## config.mk

```make
export PLATFORM = sky130hd
export DESIGN_NAME = pmc_framer
export DESIGN_NICKNAME = d
export VERILOG_FILES = /design/src/core/pmc_pkg.sv /design/src/core/pmc_framer.sv /design/src/core/pmc_skid.sv
export VERILOG_INCLUDE_DIRS = /design/src /design/src/core
export SDC_FILE = /design/constraint.sdc
export NUM_CORES = 2
export LEC_CHECK = 0
export BUFFER_PORTS_ARGS = -buffer_cell sky130_fd_sc_hd__buf_2
export CAP_MARGIN = 15
export CORE_MARGIN = 5
export CORE_UTILIZATION = 55
export DETAILED_ROUTE_END_ITERATION = 10
export PLACE_DENSITY = 0.79
export SETUP_SLACK_MARGIN = 0.1
export SLEW_MARGIN = 5
export SYNTH_ARGS = -nofsm -noshare
export SYNTH_HDL_FRONTEND = slang
export SYNTH_SLANG_ARGS = --single-unit
```

## constraint.sdc

```tcl
create_clock -name clk -period 9.45 [get_ports clk]
set_input_delay 1.4175 -clock clk [delete_from_list [all_inputs] [get_ports clk]]
set_output_delay 1.4175 -clock clk [all_outputs]
set_load 0.005 [all_outputs]
```

## src/core/pmc_map.svh

```systemverilog
// constants of the particle monitor message framer: ids, fields, timing
// Behaviour
// - one result frame of eight bytes after each test
// - result bytes follow the selected format
// - iso bytes one to eight code the 4..70 micrometre bands
// - class formats: maximum class in byte one, byte two unused
// - double-zero sent as 0xFF, triple-zero as 0xFE
// - status frame once per second as heartbeat
// - silent before first test until bus traffic seen
// - status bytes 1-4: test number, incremented or loaded
// - status byte 5: state or fault code
// - status byte 6: completion 0 to 100
// - flag bits 0-2: result availability and update
// - flag bits 3-4: test progress
// - flag bits 5-10: alarm conditions
// - flag bit 11: remote modbus control
// - flag bits 12-14: start input and alarm relays
// - moisture frame: humidity unsigned, temperature signed
// - commands as peer-to-peer or canopen receive frames
// - command: byte 0x00, function, 32-bit parameter in bytes 3-6
// - function 1 starts, 9 stops, 13 starts with fixed number
// - functions 14-18 select iso, nas, table2, table1, iso11218
// - iso scale from cumulative counts, above 28 sent as 29
// - multi-byte fields least significant byte first
// - all ids derive from the base address
`ifndef PMC_MAP_SVH
`define PMC_MAP_SVH

// ***************************
// frame layout
// ***************************
`define PMC_DLC_FULL 4'h8
`define PMC_DLC_MOIST 4'h2
`define PMC_CMD_MIN_DLC 4'h6
`define PMC_CMD_BYTE 8'h00

// ***************************
// identifier derivation
// ***************************
`define PMC_EXT_STEP 29'h0000100
`define PMC_STD_STEP 29'h0000100
`define PMC_STD_CMD_OFS 29'h0000080
`define PMC_EXT_CMD_PF 8'hEF
`define PMC_EXT_CMD_SRC 8'h00

// ***************************
// command functions
// ***************************
`define PMC_FN_START 8'h01
`define PMC_FN_STOP 8'h09
`define PMC_FN_START_NUM 8'h0D
`define PMC_FN_FMT_ISO 8'h0E
`define PMC_FN_FMT_NAS 8'h0F
`define PMC_FN_FMT_E2 8'h10
`define PMC_FN_FMT_E1 8'h11
`define PMC_FN_FMT_I11218 8'h12

// ***************************
// result coding
// ***************************
`define PMC_CLASS_OFS 8'h02
`define PMC_ISO_OVER 8'h1D
`define PMC_PCT_FULL 8'h64

// ***************************
// timing
// ***************************
`define PMC_CLK_MHZ 200
`define PMC_HB_PERIOD_MS 1000
`define PMC_HB_CYCLES (`PMC_HB_PERIOD_MS * `PMC_CLK_MHZ * 1000)

`endif

```

## src/core/pmc_pkg.sv

```systemverilog
// types shared by the particle monitor message framer
package pmc_pkg;

    // result formats selectable by command
    typedef enum logic [2:0] {
        PMC_FMT_ISO = 3'b000,
        PMC_FMT_NAS = 3'b001,
        PMC_FMT_E2 = 3'b010,
        PMC_FMT_E1 = 3'b011,
        PMC_FMT_I11218 = 3'b100
    } pmc_fmt_e;

    // one can frame, data byte one in bits 7:0
    typedef struct packed {
        logic [28:0] id;
        logic [3:0] dlc;
        logic [63:0] data;
    } pmc_frame_s;

endpackage

```

## src/core/pmc_framer.sv

```systemverilog
// particle monitor can message framer and command decoder
`timescale 1ns/1ps
`default_nettype none
`include "pmc_map.svh"
module pmc_framer #(
    parameter int HB_CYCLES = `PMC_HB_CYCLES,
    parameter int DUR_W = 16
) (
    input wire logic clk,
    input wire logic resetn,
    input wire logic [28:0] base_addr,
    input wire logic id_ext,
    input wire logic [DUR_W-1:0] test_time_s,
    input wire logic moist_fitted,
    input wire logic test_done,
    input wire logic [7:0][31:0] cum_count,
    input wire logic [5:0][3:0] class_code,
    input wire logic [7:0] status_code,
    input wire logic [5:0] alarm_flags,
    input wire logic modbus_remote,
    input wire logic start_in,
    input wire logic [1:0] relay_state,
    input wire logic [7:0] relative_humidity_percent,
    input wire logic [7:0] temp_c,
    input wire logic rx_valid,
    input wire pmc_pkg::pmc_frame_s rx_frame,
    output logic tx_valid,
    input wire logic tx_ready,
    output pmc_pkg::pmc_frame_s tx_frame,
    output logic test_start,
    output logic test_stop,
    output logic test_running,
    output pmc_pkg::pmc_fmt_e result_format,
    output logic [31:0] test_number
);
    // ***************************
    // parameter checks
    // ***************************
    generate
        if (HB_CYCLES < 2 || DUR_W < 1 || DUR_W > 24) begin : g_bad
            $error("pmc_framer: unsupported parameter values");
        end
    endgenerate

    // ***************************
    // identifiers
    // ***************************
    logic [28:0] id_result;
    logic [28:0] id_status;
    logic [28:0] id_moist;
    logic [28:0] id_cmd_ext;
    logic [28:0] id_cmd_std;

    // every id but the extended command id is an offset from the one base value
    assign id_result = base_addr;
    assign id_status = base_addr + (id_ext ? `PMC_EXT_STEP : `PMC_STD_STEP);
    assign id_moist = id_status + (id_ext ? `PMC_EXT_STEP : `PMC_STD_STEP);
    assign id_cmd_ext = {base_addr[28:24], `PMC_EXT_CMD_PF, base_addr[7:0], `PMC_EXT_CMD_SRC};
    assign id_cmd_std = base_addr + `PMC_STD_CMD_OFS;

    // ***************************
    // command decode
    // ***************************
    logic cmd_hit;
    logic [7:0] cmd_fn;
    logic [31:0] cmd_param;
    logic fn_start;
    logic fn_start_num;
    logic fn_stop;
    logic fn_fmt;

    // both network styles land on the same decoder
    assign cmd_hit = rx_valid && (rx_frame.id == (id_ext ? id_cmd_ext : id_cmd_std))
        && (rx_frame.dlc >= `PMC_CMD_MIN_DLC) && (rx_frame.data[7:0] == `PMC_CMD_BYTE);
    assign cmd_fn = rx_frame.data[15:8];
    assign cmd_param = rx_frame.data[47:16];
    assign fn_start = cmd_hit && (cmd_fn == `PMC_FN_START);
    assign fn_start_num = cmd_hit && (cmd_fn == `PMC_FN_START_NUM);
    assign fn_stop = cmd_hit && (cmd_fn == `PMC_FN_STOP);
    assign fn_fmt = cmd_hit && (cmd_fn >= `PMC_FN_FMT_ISO) && (cmd_fn <= `PMC_FN_FMT_I11218);

    // format select; unknown functions leave it alone
    always_ff @(posedge clk or negedge resetn) begin
        if (!resetn) begin
            result_format <= pmc_pkg::PMC_FMT_ISO;
        end else if (fn_fmt) begin
            result_format <= pmc_pkg::pmc_fmt_e'(3'(cmd_fn - `PMC_FN_FMT_ISO));
        end
    end

    // start and stop strobes toward the measurement core
    always_ff @(posedge clk or negedge resetn) begin
        if (!resetn) begin
            test_start <= 1'b0;
            test_stop <= 1'b0;
        end else begin
            test_start <= fn_start || fn_start_num;
            test_stop <= fn_stop;
        end
    end

    // running flag: a stop or a finished test ends it
    always_ff @(posedge clk or negedge resetn) begin
        if (!resetn) begin
            test_running <= 1'b0;
        end else if (fn_start || fn_start_num) begin
            test_running <= 1'b1;
        end else if (fn_stop || test_done) begin
            test_running <= 1'b0;
        end
    end

    // test number: loaded, bumped per commanded start, or per free-running test
    always_ff @(posedge clk or negedge resetn) begin
        if (!resetn) begin
            test_number <= 32'h0000_0000;
        end else if (fn_start_num) begin
            test_number <= cmd_param;
        end else if (fn_start || (test_done && !test_running)) begin
            test_number <= test_number + 32'h0000_0001;
        end
    end

    // ***************************
    // heartbeat and completion
    // ***************************
    logic [31:0] hb_cnt_r;
    logic tick;
    logic [DUR_W:0] acc_r;
    logic [7:0] pct_r;

    assign tick = (hb_cnt_r == 32'(HB_CYCLES - 1));

    // one second divider
    always_ff @(posedge clk or negedge resetn) begin
        if (!resetn) begin
            hb_cnt_r <= 32'h0000_0000;
        end else if (tick) begin
            hb_cnt_r <= 32'h0000_0000;
        end else begin
            hb_cnt_r <= hb_cnt_r + 32'h0000_0001;
        end
    end

    // percent by subtracting the duration per clock, no divider needed
    always_ff @(posedge clk or negedge resetn) begin
        if (!resetn) begin
            acc_r <= '0;
            pct_r <= 8'h00;
        end else if (fn_start || fn_start_num) begin
            acc_r <= '0;
            pct_r <= 8'h00;
        end else if (test_done) begin
            pct_r <= `PMC_PCT_FULL;
        end else if (test_running && pct_r != `PMC_PCT_FULL) begin
            if (test_time_s == '0) begin
                pct_r <= `PMC_PCT_FULL;
            end else if (acc_r >= {1'b0, test_time_s}) begin
                acc_r <= acc_r - {1'b0, test_time_s};
                pct_r <= pct_r + 8'h01;
            end else if (tick) begin
                acc_r <= acc_r + (DUR_W+1)'(`PMC_PCT_FULL);
            end
        end
    end

    // ***************************
    // result bytes
    // ***************************
    // scale upper limits in particles per 100 ml so that 0.01/ml becomes 1
    localparam logic [31:0] ISO_LIM [0:28] = '{
        32'h0000_0001, 32'h0000_0002, 32'h0000_0004, 32'h0000_0008,
        32'h0000_0010, 32'h0000_0020, 32'h0000_0040, 32'h0000_0082,
        32'h0000_00FA, 32'h0000_01F4, 32'h0000_03E8, 32'h0000_07D0,
        32'h0000_0FA0, 32'h0000_1F40, 32'h0000_3E80, 32'h0000_7D00,
        32'h0000_FA00, 32'h0001_FBD0, 32'h0003_D090, 32'h0007_A120,
        32'h000F_4240, 32'h001E_8480, 32'h003D_0900, 32'h007A_1200,
        32'h00F4_2400, 32'h01E8_4800, 32'h03D0_9000, 32'h07BF_A480,
        32'h0EE6_B280
    };

    // smallest scale whose limit holds the count, else the over-range code
    function automatic logic [7:0] iso_scale(input logic [31:0] cnt);
        logic [7:0] code;
        code = `PMC_ISO_OVER;
        for (int s = 28; s >= 0; s--) begin
            if (cnt <= ISO_LIM[s]) begin
                code = 8'(s);
            end
        end
        return code;
    endfunction

    logic [7:0][7:0] iso_bytes;
    logic [5:0][7:0] cls_bytes;
    logic [3:0] max5;
    logic [3:0] max6;
    logic [63:0] res_data;

    // one scale and one signed class per band
    genvar gi;
    generate
        for (gi = 0; gi < 8; gi++) begin : g_iso
            assign iso_bytes[gi] = iso_scale(cum_count[gi]);
        end
        for (gi = 0; gi < 6; gi++) begin : g_cls
            // code 0 is triple-zero, so subtracting two gives 0xFE, 0xFF, 0..
            assign cls_bytes[gi] = {4'h0, class_code[gi]} - `PMC_CLASS_OFS;
        end
    endgenerate

    // overall class over the bands that the format uses
    always_comb begin
        max5 = class_code[0];
        for (int b = 1; b < 5; b++) begin
            if (class_code[b] > max5) begin
                max5 = class_code[b];
            end
        end
        max6 = (class_code[5] > max5) ? class_code[5] : max5;
    end

    // byte one sits in the low bits of the data word
    always_comb begin
        unique case (result_format)
            pmc_pkg::PMC_FMT_ISO: begin
                res_data = iso_bytes;
            end
            pmc_pkg::PMC_FMT_E2: begin
                res_data = {cls_bytes, 8'h00, ({4'h0, max6} - `PMC_CLASS_OFS)};
            end
            pmc_pkg::PMC_FMT_NAS, pmc_pkg::PMC_FMT_E1, pmc_pkg::PMC_FMT_I11218: begin
                res_data = {8'h00, cls_bytes[4:0], 8'h00, ({4'h0, max5} - `PMC_CLASS_OFS)};
            end
            default: begin
                res_data = 64'h0000_0000_0000_0000;
            end
        endcase
    end

    // result frame is frozen at the end of the test
    logic [63:0] res_r;
    always_ff @(posedge clk or negedge resetn) begin
        if (!resetn) begin
            res_r <= 64'h0000_0000_0000_0000;
        end else if (test_done) begin
            res_r <= res_data;
        end
    end

    // ***************************
    // status flags
    // ***************************
    logic have_result_r;
    logic upd_toggle_r;
    logic new_result_r;
    logic tested_r;
    logic traffic_r;
    logic [15:0] flags;
    logic load_status;

    // result flags; a new result beats the clear after a status send
    always_ff @(posedge clk or negedge resetn) begin
        if (!resetn) begin
            have_result_r <= 1'b0;
            upd_toggle_r <= 1'b0;
            new_result_r <= 1'b0;
            tested_r <= 1'b0;
        end else begin
            if (test_done) begin
                have_result_r <= 1'b1;
                upd_toggle_r <= ~upd_toggle_r;
                tested_r <= 1'b1;
            end
            if (test_done) begin
                new_result_r <= 1'b1;
            end else if (load_status) begin
                new_result_r <= 1'b0;
            end
        end
    end

    // any frame seen on the bus unlocks transmission
    always_ff @(posedge clk or negedge resetn) begin
        if (!resetn) begin
            traffic_r <= 1'b0;
        end else if (rx_valid) begin
            traffic_r <= 1'b1;
        end
    end

    assign flags = {1'b0, relay_state, start_in,
        modbus_remote,
        alarm_flags,
        tested_r && !test_running, test_running,
        new_result_r, upd_toggle_r, have_result_r};

    // ***************************
    // frame scheduling
    // ***************************
    logic res_pend_r;
    logic stat_pend_r;
    logic moist_pend_r;
    logic may_send;
    logic buf_ready;
    logic load_res;
    logic load_moist;
    pmc_pkg::pmc_frame_s nxt_frame;

    assign may_send = tested_r || traffic_r;
    assign load_res = may_send && buf_ready && res_pend_r;
    assign load_status = may_send && buf_ready && !res_pend_r && stat_pend_r;
    assign load_moist = may_send && buf_ready && !res_pend_r && !stat_pend_r && moist_pend_r;

    // pending requests; a new request in the load cycle is kept
    always_ff @(posedge clk or negedge resetn) begin
        if (!resetn) begin
            res_pend_r <= 1'b0;
            stat_pend_r <= 1'b0;
            moist_pend_r <= 1'b0;
        end else begin
            if (test_done) begin
                res_pend_r <= 1'b1;
            end else if (load_res) begin
                res_pend_r <= 1'b0;
            end
            if (tick) begin
                stat_pend_r <= 1'b1;
            end else if (load_status) begin
                stat_pend_r <= 1'b0;
            end
            if (tick && moist_fitted) begin
                moist_pend_r <= 1'b1;
            end else if (load_moist) begin
                moist_pend_r <= 1'b0;
            end
        end
    end

    // frame contents, little-endian fields
    always_comb begin
        nxt_frame.id = id_moist;
        nxt_frame.dlc = `PMC_DLC_MOIST;
        nxt_frame.data = {48'h0000_0000_0000, temp_c, relative_humidity_percent};
        if (res_pend_r) begin
            nxt_frame.id = id_result;
            nxt_frame.dlc = `PMC_DLC_FULL;
            nxt_frame.data = res_r;
        end else if (stat_pend_r) begin
            nxt_frame.id = id_status;
            nxt_frame.dlc = `PMC_DLC_FULL;
            nxt_frame.data = {flags, pct_r, status_code, test_number};
        end
    end

    // buffer keeps a frame safe while the controller is busy
    pmc_skid #(
        .W($bits(pmc_pkg::pmc_frame_s))
    ) u_buf (
        .clk(clk),
        .resetn(resetn),
        .in_valid(load_res || load_status || load_moist),
        .in_ready(buf_ready),
        .in_data(nxt_frame),
        .out_valid(tx_valid),
        .out_ready(tx_ready),
        .out_data(tx_frame)
    );
endmodule
`default_nettype wire

```

## src/core/pmc_skid.sv

```systemverilog
// two-entry frame buffer with valid and ready on both sides
`timescale 1ns/1ps
`default_nettype none
module pmc_skid #(
    parameter int W = 97
) (
    input wire logic clk,
    input wire logic resetn,
    input wire logic in_valid,
    output logic in_ready,
    input wire logic [W-1:0] in_data,
    output logic out_valid,
    input wire logic out_ready,
    output logic [W-1:0] out_data
);
    logic [W-1:0] mem_r [0:1];
    logic wp_r;
    logic rp_r;
    logic [1:0] cnt_r;
    logic push;
    logic pop;

    // flags straight from the count
    assign push = in_valid && (cnt_r != 2'h2);
    assign pop = (cnt_r != 2'h0) && out_ready;
    assign in_ready = (cnt_r != 2'h2);
    assign out_valid = (cnt_r != 2'h0);
    assign out_data = mem_r[rp_r];

    // storage, no reset needed for the words
    always_ff @(posedge clk) begin
        if (push) begin
            mem_r[wp_r] <= in_data;
        end
    end

    // pointers and fill count
    always_ff @(posedge clk or negedge resetn) begin
        if (!resetn) begin
            wp_r <= 1'b0;
            rp_r <= 1'b0;
            cnt_r <= 2'h0;
        end else begin
            if (push) begin
                wp_r <= ~wp_r;
            end
            if (pop) begin
                rp_r <= ~rp_r;
            end
            cnt_r <= cnt_r + {1'b0, push} - {1'b0, pop};
        end
    end
endmodule
`default_nettype wire

```

==> After elaboration in Yosys (flattened, before gate mapping) <==
Memories as Yosys holds them, arrays and structs flattened.
Index checks and enable logic that the tools add are counted.
{ "word_totals": {"in_bits": 463, "out_inout_bits": 136, "mem_count": 1, "register_bits": 170, "elab_cells": 608, "mem_bits_rw": 194} }
{ "mem_list": {"columns": ["memory", "depth", "width", "read_ports", "rd_ports_with_merged_regs", "wr", "line", "source"], "rows": [
  ["u_buf.mem_r", 2, 97, 1, 0, 1, "pmc_skid.sv:16", "logic [W-1:0] mem_r [0:1];"]
]} }
{ "op_classes": {"eq_ne": 13, "n_bitwise": 3, "n_reduce_logical": 46, "addsub": 19, "order_cmp": 241, "n_mux": 266} }
{ "op_table": {"columns": ["cell", "n"], "rows": [
  ["8-bit two-way mux", 229],
  ["32-bit by 8-bit <= comparator with 1-bit output, second input constant", 16],
  ["32-bit by 1-bit <= comparator with 1-bit output, second input constant", 8],
  ["32-bit by 10-bit <= comparator with 1-bit output, second input constant", 8],
  ["32-bit by 11-bit <= comparator with 1-bit output, second input constant", 8],
  ["32-bit by 12-bit <= comparator with 1-bit output, second input constant", 8],
  ["32-bit by 13-bit <= comparator with 1-bit output, second input constant", 8],
  ["32-bit by 14-bit <= comparator with 1-bit output, second input constant", 8],
  ["32-bit by 15-bit <= comparator with 1-bit output, second input constant", 8],
  ["32-bit by 16-bit <= comparator with 1-bit output, second input constant", 8],
  ["32-bit by 17-bit <= comparator with 1-bit output, second input constant", 8],
  ["32-bit by 18-bit <= comparator with 1-bit output, second input constant", 8],
  ["32-bit by 19-bit <= comparator with 1-bit output, second input constant", 8],
  ["32-bit by 2-bit <= comparator with 1-bit output, second input constant", 8],
  ["32-bit by 20-bit <= comparator with 1-bit output, second input constant", 8],
  ["32-bit by 21-bit <= comparator with 1-bit output, second input constant", 8],
  ["32-bit by 22-bit <= comparator with 1-bit output, second input constant", 8],
  ["32-bit by 23-bit <= comparator with 1-bit output, second input constant", 8],
  ["32-bit by 24-bit <= comparator with 1-bit output, second input constant", 8],
  ["32-bit by 25-bit <= comparator with 1-bit output, second input constant", 8],
  ["32-bit by 26-bit <= comparator with 1-bit output, second input constant", 8],
  ["32-bit by 27-bit <= comparator with 1-bit output, second input constant", 8],
  ["32-bit by 28-bit <= comparator with 1-bit output, second input constant", 8],
  ["32-bit by 3-bit <= comparator with 1-bit output, second input constant", 8],
  ["other kinds (50)", 167]
]} }

==> Logic depth before layout (Yosys ltp) <==
{ "logic_depth": {"ltp_word": 31, "ltp_mapped": 36, "ltp_nobuf": 36} }

==> Hierarchy <==
From an unflattened synthesis, not the netlist that was laid out.
{ "unflattened": {"hier_cells": 4127, "hier_area_um2": 31909.4} }
{ "modules_own_cells": {"columns": ["module", "instances", "cells_each", "area_each_um2", "seq_area_each_um2"], "rows": [
  ["pmc_framer", 1, 3803, 24683.7, 3728.6],
  ["pmc_skid", 1, 324, 7225.7, 5925.7]
]} }

==> Worst setup path after synthesis <==
Ideal clock, no wire load.
{ "synth_timing": {"kind": "in2reg", "start": "in class_code[2] (netlist name)", "end": "reg res_r[3]", "setup_ns": 0.121, "slack_ns": 1.359, "cell_stages": 35, "required_ns": 9.329, "arrival_ns": 7.969, "n_path_buf": 0, "path_cell_list": "inv_1 -> ha_1 -> o21ai_0 -> a21oi_1 -> o21ai_1 -> mux2i_1 -> ha_1 -> nand2_1 -> nor2_1 -> o21ai_0 -> o21ai_0 -> a2bb2oi_1 -> mux2_2 -> ha_1 -> nor2_1 -> a32oi_1 -> o21ai_0 -> a21oi_1 -> mux2i_1 -> ha_1 -> o21a_1 -> nand2_1 -> a21oi_1 -> o2111ai_1 -> mux2i_1 -> inv_1 -> ha_1 -> a41oi_1 -> a21oi_1 -> ha_1 -> xor2_1 -> a21boi_0 -> o32a_1 -> o311ai_0 -> nand2b_1"} }
{ "synth_between": {"elab_chain_len": 12, "elab_cells_between_ends": 13, "cone_classes": "add/sub (2); order compare (5); mux (6)"} }
{ "synth_lines": {"columns": ["item", "line", "source"], "rows": [
  ["from (decl)", "pmc_framer.sv:17", "input wire logic [5:0][3:0] class_code,"],
  ["4-bit > comparator", "pmc_framer.sv:216", "if (class_code[b] > max5) begin"],
  ["4-bit two-way mux *", "pmc_framer.sv:216", null],
  ["4-bit > comparator", "pmc_framer.sv:216", null],
  ["4-bit two-way mux *", "pmc_framer.sv:216", null],
  ["4-bit > comparator", "pmc_framer.sv:216", null],
  ["4-bit two-way mux *", "pmc_framer.sv:216", null],
  ["4-bit > comparator", "pmc_framer.sv:216", null],
  ["4-bit two-way mux *", "pmc_framer.sv:216", null],
  ["4-bit > comparator", "pmc_framer.sv:220", "max6 = (class_code[5] > max5) ? class_code[5] : max5;"],
  ["4-bit two-way mux", "pmc_framer.sv:220", null],
  ["4-bit by 2-bit subtractor with 5-bit output (no line)", null, null],
  ["64-bit one-hot mux with 3 select lines *", "pmc_framer.sv:225", "unique case (result_format)"],
  ["to (signal assigned)", "pmc_framer.sv:247", "res_r <= res_data;"],
  ["to (decl)", "pmc_framer.sv:242", "logic [63:0] res_r;"]
]} }
Mark *: on every way between the ends. The rest lies on a longest branch, timed or not.
A chain may end at the register's enable or synchronous reset.

==> Worst setup path in the final report <==
Same ends and word-level chain as after synthesis.

==> results list <==
* Cell types occupying the most area after synthesis: sky130_fd_sc_hd__edfxtp_1 18%, sky130_fd_sc_hd__dfrtp_1 12%, sky130_fd_sc_hd__nor2_1 5.3%, sky130_fd_sc_hd__nand2_1 4.7%, sky130_fd_sc_hd__o21ai_0 4.1%
- Number of enable-type register cells in the synthesized netlist: 190
- Max-cap violations in this run came to 0.
- Cell Pwr Density: 154 nW/um^2
* Routability congestion estimate: about 1.0
* Most frequently used cell type in the post-synthesis netlist: sky130_fd_sc_hd__nor2_1
* Max VDD drop: 151 uV
- Cell Count, Final, Fillers Out: roughly 5300
- Worst setup EP type: flip-flop
* Antenna-violating nets left: 0
- The final layout contains routed wiring with a total length of 129000 um.
- The count of final max-slew check failures was 0.
- Most used flip-flop cell after synthesis: sky130_fd_sc_hd__edfxtp_1
* Core Area: about 57000 um^2
- Period Utilization, post-route: 0.914
- Clock tree buffer depth: 3
- Dividing the detail-routed wire length by the instance count gives 24.2 um.
* Overall via count from detail_route: between 30000 and 40000
- Number of synthesized register bits: 343
- Initial DRC Count: 4487
- Port Buffer Count: 579
- The HPWL after detailed placement is 97100 um.
* GRT met1 Usage: 0.517
* Global route total overflow: 0
- Number of fillers in the final layout: roughly 5300
- Hold WS: 471 ps
* Maximum number of pins on one net before global-route repair: 89
- Cell area after technology mapping: 31800 um^2
* Mapped Cells: slightly above 4000
* Worst rel slew slack: 0.312
- STA puts the critical path data arrival time at 9090 ps.
- In the global route stage, met2 resource usage came out at 0.606.
- Setup TNS: 0 ps
- Share of final-layout standard cells stronger than drive strength 1: 0.187
- Fin nets: 5006
* DRC violation count after routing: 0
- Number of setup violations in the final report: 0
- Result of the run: finished, final reports clean
* Die outline area: 62800 um^2
* Finished Cell Area: 36200 um^2
- CP peak stage delay: ~460 ps
- By count the netlist is led by 446 x sky130_fd_sc_hd__nor2_1, 395 x sky130_fd_sc_hd__nand2_1, 263 x sky130_fd_sc_hd__o21ai_0.
* Share of the synthesized area in the top cell type: 0.179
- Static Leak: 13.7 nW
- Standard cell with the maximum stage delay on the critical path: sky130_fd_sc_hd__mux2i_1
- Avg Cell Area, Syn: 7.71 um^2
* Area delta synth->final: 13.9%
* Placement row count: 88
* Length of the first detailed-routing pass in iterations: 6
- Insertion delay to the later sink of the worst-skew pair: 590 ps
* Detailed-route vias per instance: 6.87
- After clock tree synthesis, the flow added hold-fix buffers numbering 0.
- The number of antenna violations at the first check in global routing is 33.
* Setup crit start kind: input port
- 599 I/O pins were placed.
- H-tree Lvls: 2
* Slew @ Worst Pin: around 1000 ps
- By instance count, the cell type seen most on the critical path is sky130_fd_sc_hd__ha_1.
* Met3 track demand over resource: 0.0810
- In the global route stage, overall resource usage came out at 0.384.
* Post-place instance area: roughly 35000 um^2
- Time the worst path needs with I/O delays and setup: 8630 ps
- Initial cell density of the core: 0.554
- Clock tree from TritonCTS: built
* Count of cell types in the netlist: 98
- From left edge to right edge, the die measures 251 um.
- Once placement completed, the tool counted placed cells totaling around 5200.
- The first global-routing pass estimated 196000 um of wire.
- Number of global-route vias before repair: 33800
- Once the clock tree was built, the setup fixing pass inserted 0 buffers.
- In this run the vertical extent of the chip is ~250 um.
- Most utilized layer in the global route result: met2
- Maximum fanout along the worst path: 6
- Sequential share of the synthesized area: 0.300
* Cell taking the most area after synthesis: sky130_fd_sc_hd__edfxtp_1
- By startpoint and endpoint, the worst setup path is classified as in2reg.
* Clock tree sinks: 343
* Required time of the worst setup path: 9910 ps
- Timing-limited maximum frequency: 116 MHz
- The number of hold violations in the final report was 0.
* Clock transition at the registers of the reported paths: around 60 ps
- Yosys Warn Count: 0
- Buffers inserted during clock tree synthesis total 40.
- Max Clock Skew: 35.7 ps
- Setup repair after global routing left no endpoint under its margin.
- For this run, asynchronously set or reset flops after synthesis account for 0.446.
- Hold Path Class: reg2reg
- CTS resizes: 0
- Clock tree synthesis selected as its root buffer the cell sky130_fd_sc_hd__clkbuf_16.
==> flip-flops by register name, summed over array words and instances, names as in the netlist, 2 cells and up <==
register,flops
acc_r,17
hb_cnt_r,32
pct_r,8
res_r,47
result_format,3
test_number,32
u_buf.cnt_r,2
u_buf.mem_r,190
==> critical path: cells and delay by family <==
kind	cells	cell delay [ps]
AND/OR/NAND/NOR	5	470
multiplexers	4	1550
adder cells (fa/ha/maj)	6	1930
AO/OA/AOI/OAI	17	3200
XOR/XNOR	1	170
buffers and inverters	3	340
==> routing by layer <==
layer,wire (um),up-vias
li1,-,16500
met1,49800,17100
met2,57800,2537
met3,15000,435
met4,6130,18
met5,138,-
==> layout by cell type (no fill, tap or decap), types with 71 or more instances in the layout <==
| cell | netlist | routed |
|---|---|---|
| sky130_fd_sc_hd__nor4_1 | 123 | 122 |
| sky130_fd_sc_hd__and3_1 | 74 | 74 |
| sky130_fd_sc_hd__nor2_1 | 446 | 446 |
| sky130_fd_sc_hd__nor3_1 | 176 | 174 |
| sky130_fd_sc_hd__edfxtp_1 | 190 | 190 |
| sky130_fd_sc_hd__nand2_1 | 395 | 395 |
| sky130_fd_sc_hd__a21oi_1 | 258 | 258 |
| sky130_fd_sc_hd__nand3_1 | 182 | 181 |
| sky130_fd_sc_hd__o21ai_0 | 263 | 263 |
| sky130_fd_sc_hd__dfrtp_1 | 153 | 151 |
| sky130_fd_sc_hd__or3_1 | 71 | 71 |
| sky130_fd_sc_hd__buf_2 | 17 | 578 |
| sky130_fd_sc_hd__nand4_1 | 146 | 146 |
| sky130_fd_sc_hd__inv_1 | 119 | 118 |
| sky130_fd_sc_hd__mux2_2 | 105 | 105 |
==> metrics by stage <==
stage	worst slack [ps]	power [mW]	util
finish	816	5.59	0.631
detailed placement	342	3.99	0.606
floorplan	1360	3.17	-
global placement	397	3.96	0.606
global route	168	5.82	0.630
CTS	915	5.56	0.629
==> where the power goes <==
part	switching, mW	internal [mW]	total, mW	leakage [nW]
clock network	0.674	0.905	1.58	0.656
logic	1.15	0.713	1.86	9.35
registers	0.177	1.97	2.15	3.69
==> final timing paths <==
path / from / slack, ps / endpoint / cells after the start
max: class_code[2] / 820 / res_r[3] / 36
min: upd_toggle_r / 470 / upd_toggle_r / 1
max reg2reg: test_number[3] / 5520 / test_number[27] / 10
min reg2reg: upd_toggle_r / 470 / upd_toggle_r / 1
max in group asynchronous: resetn / 6950 / res_pend_r / 2
min in group asynchronous: resetn / 860 / acc_r[16] / 1
==> layout make-up <==
class / count / area, um^2 / area share
Multi-Input combinational cell: 3384 / 20800 / 0.573
Sequential cell: 343 / 9540 / 0.263
Timing Repair Buffer: 608 / 3120 / 0.0861
Clock buffer: 54 / 1120 / 0.0310
Tap cell: 765 / 957 / 0.0264
Inverter: 119 / 447 / 0.0123
Clock inverter: 20 / 211 / 0.00583
Antenna cell: 29 / 72.6 / 0.00200
==> cells by family (layout without fill, tap and decap cells) <==
logic type / count (synthesis) / after routing / share of synthesized area
xor+xnor: 117 / 117 / 0.0326
other cells: 1 / 31 / 0.000118
fa+ha+maj: 48 / 48 / 0.0190
buf+inv: 399 / 801 / 0.0493
mux: 130 / 130 / 0.0450
compound gates: 1093 / 1093 / 0.225
simple gates: 1994 / 1994 / 0.329
flops: 343 / 343 / 0.300
No activity file was read; power rests on OpenSTA's default activity.
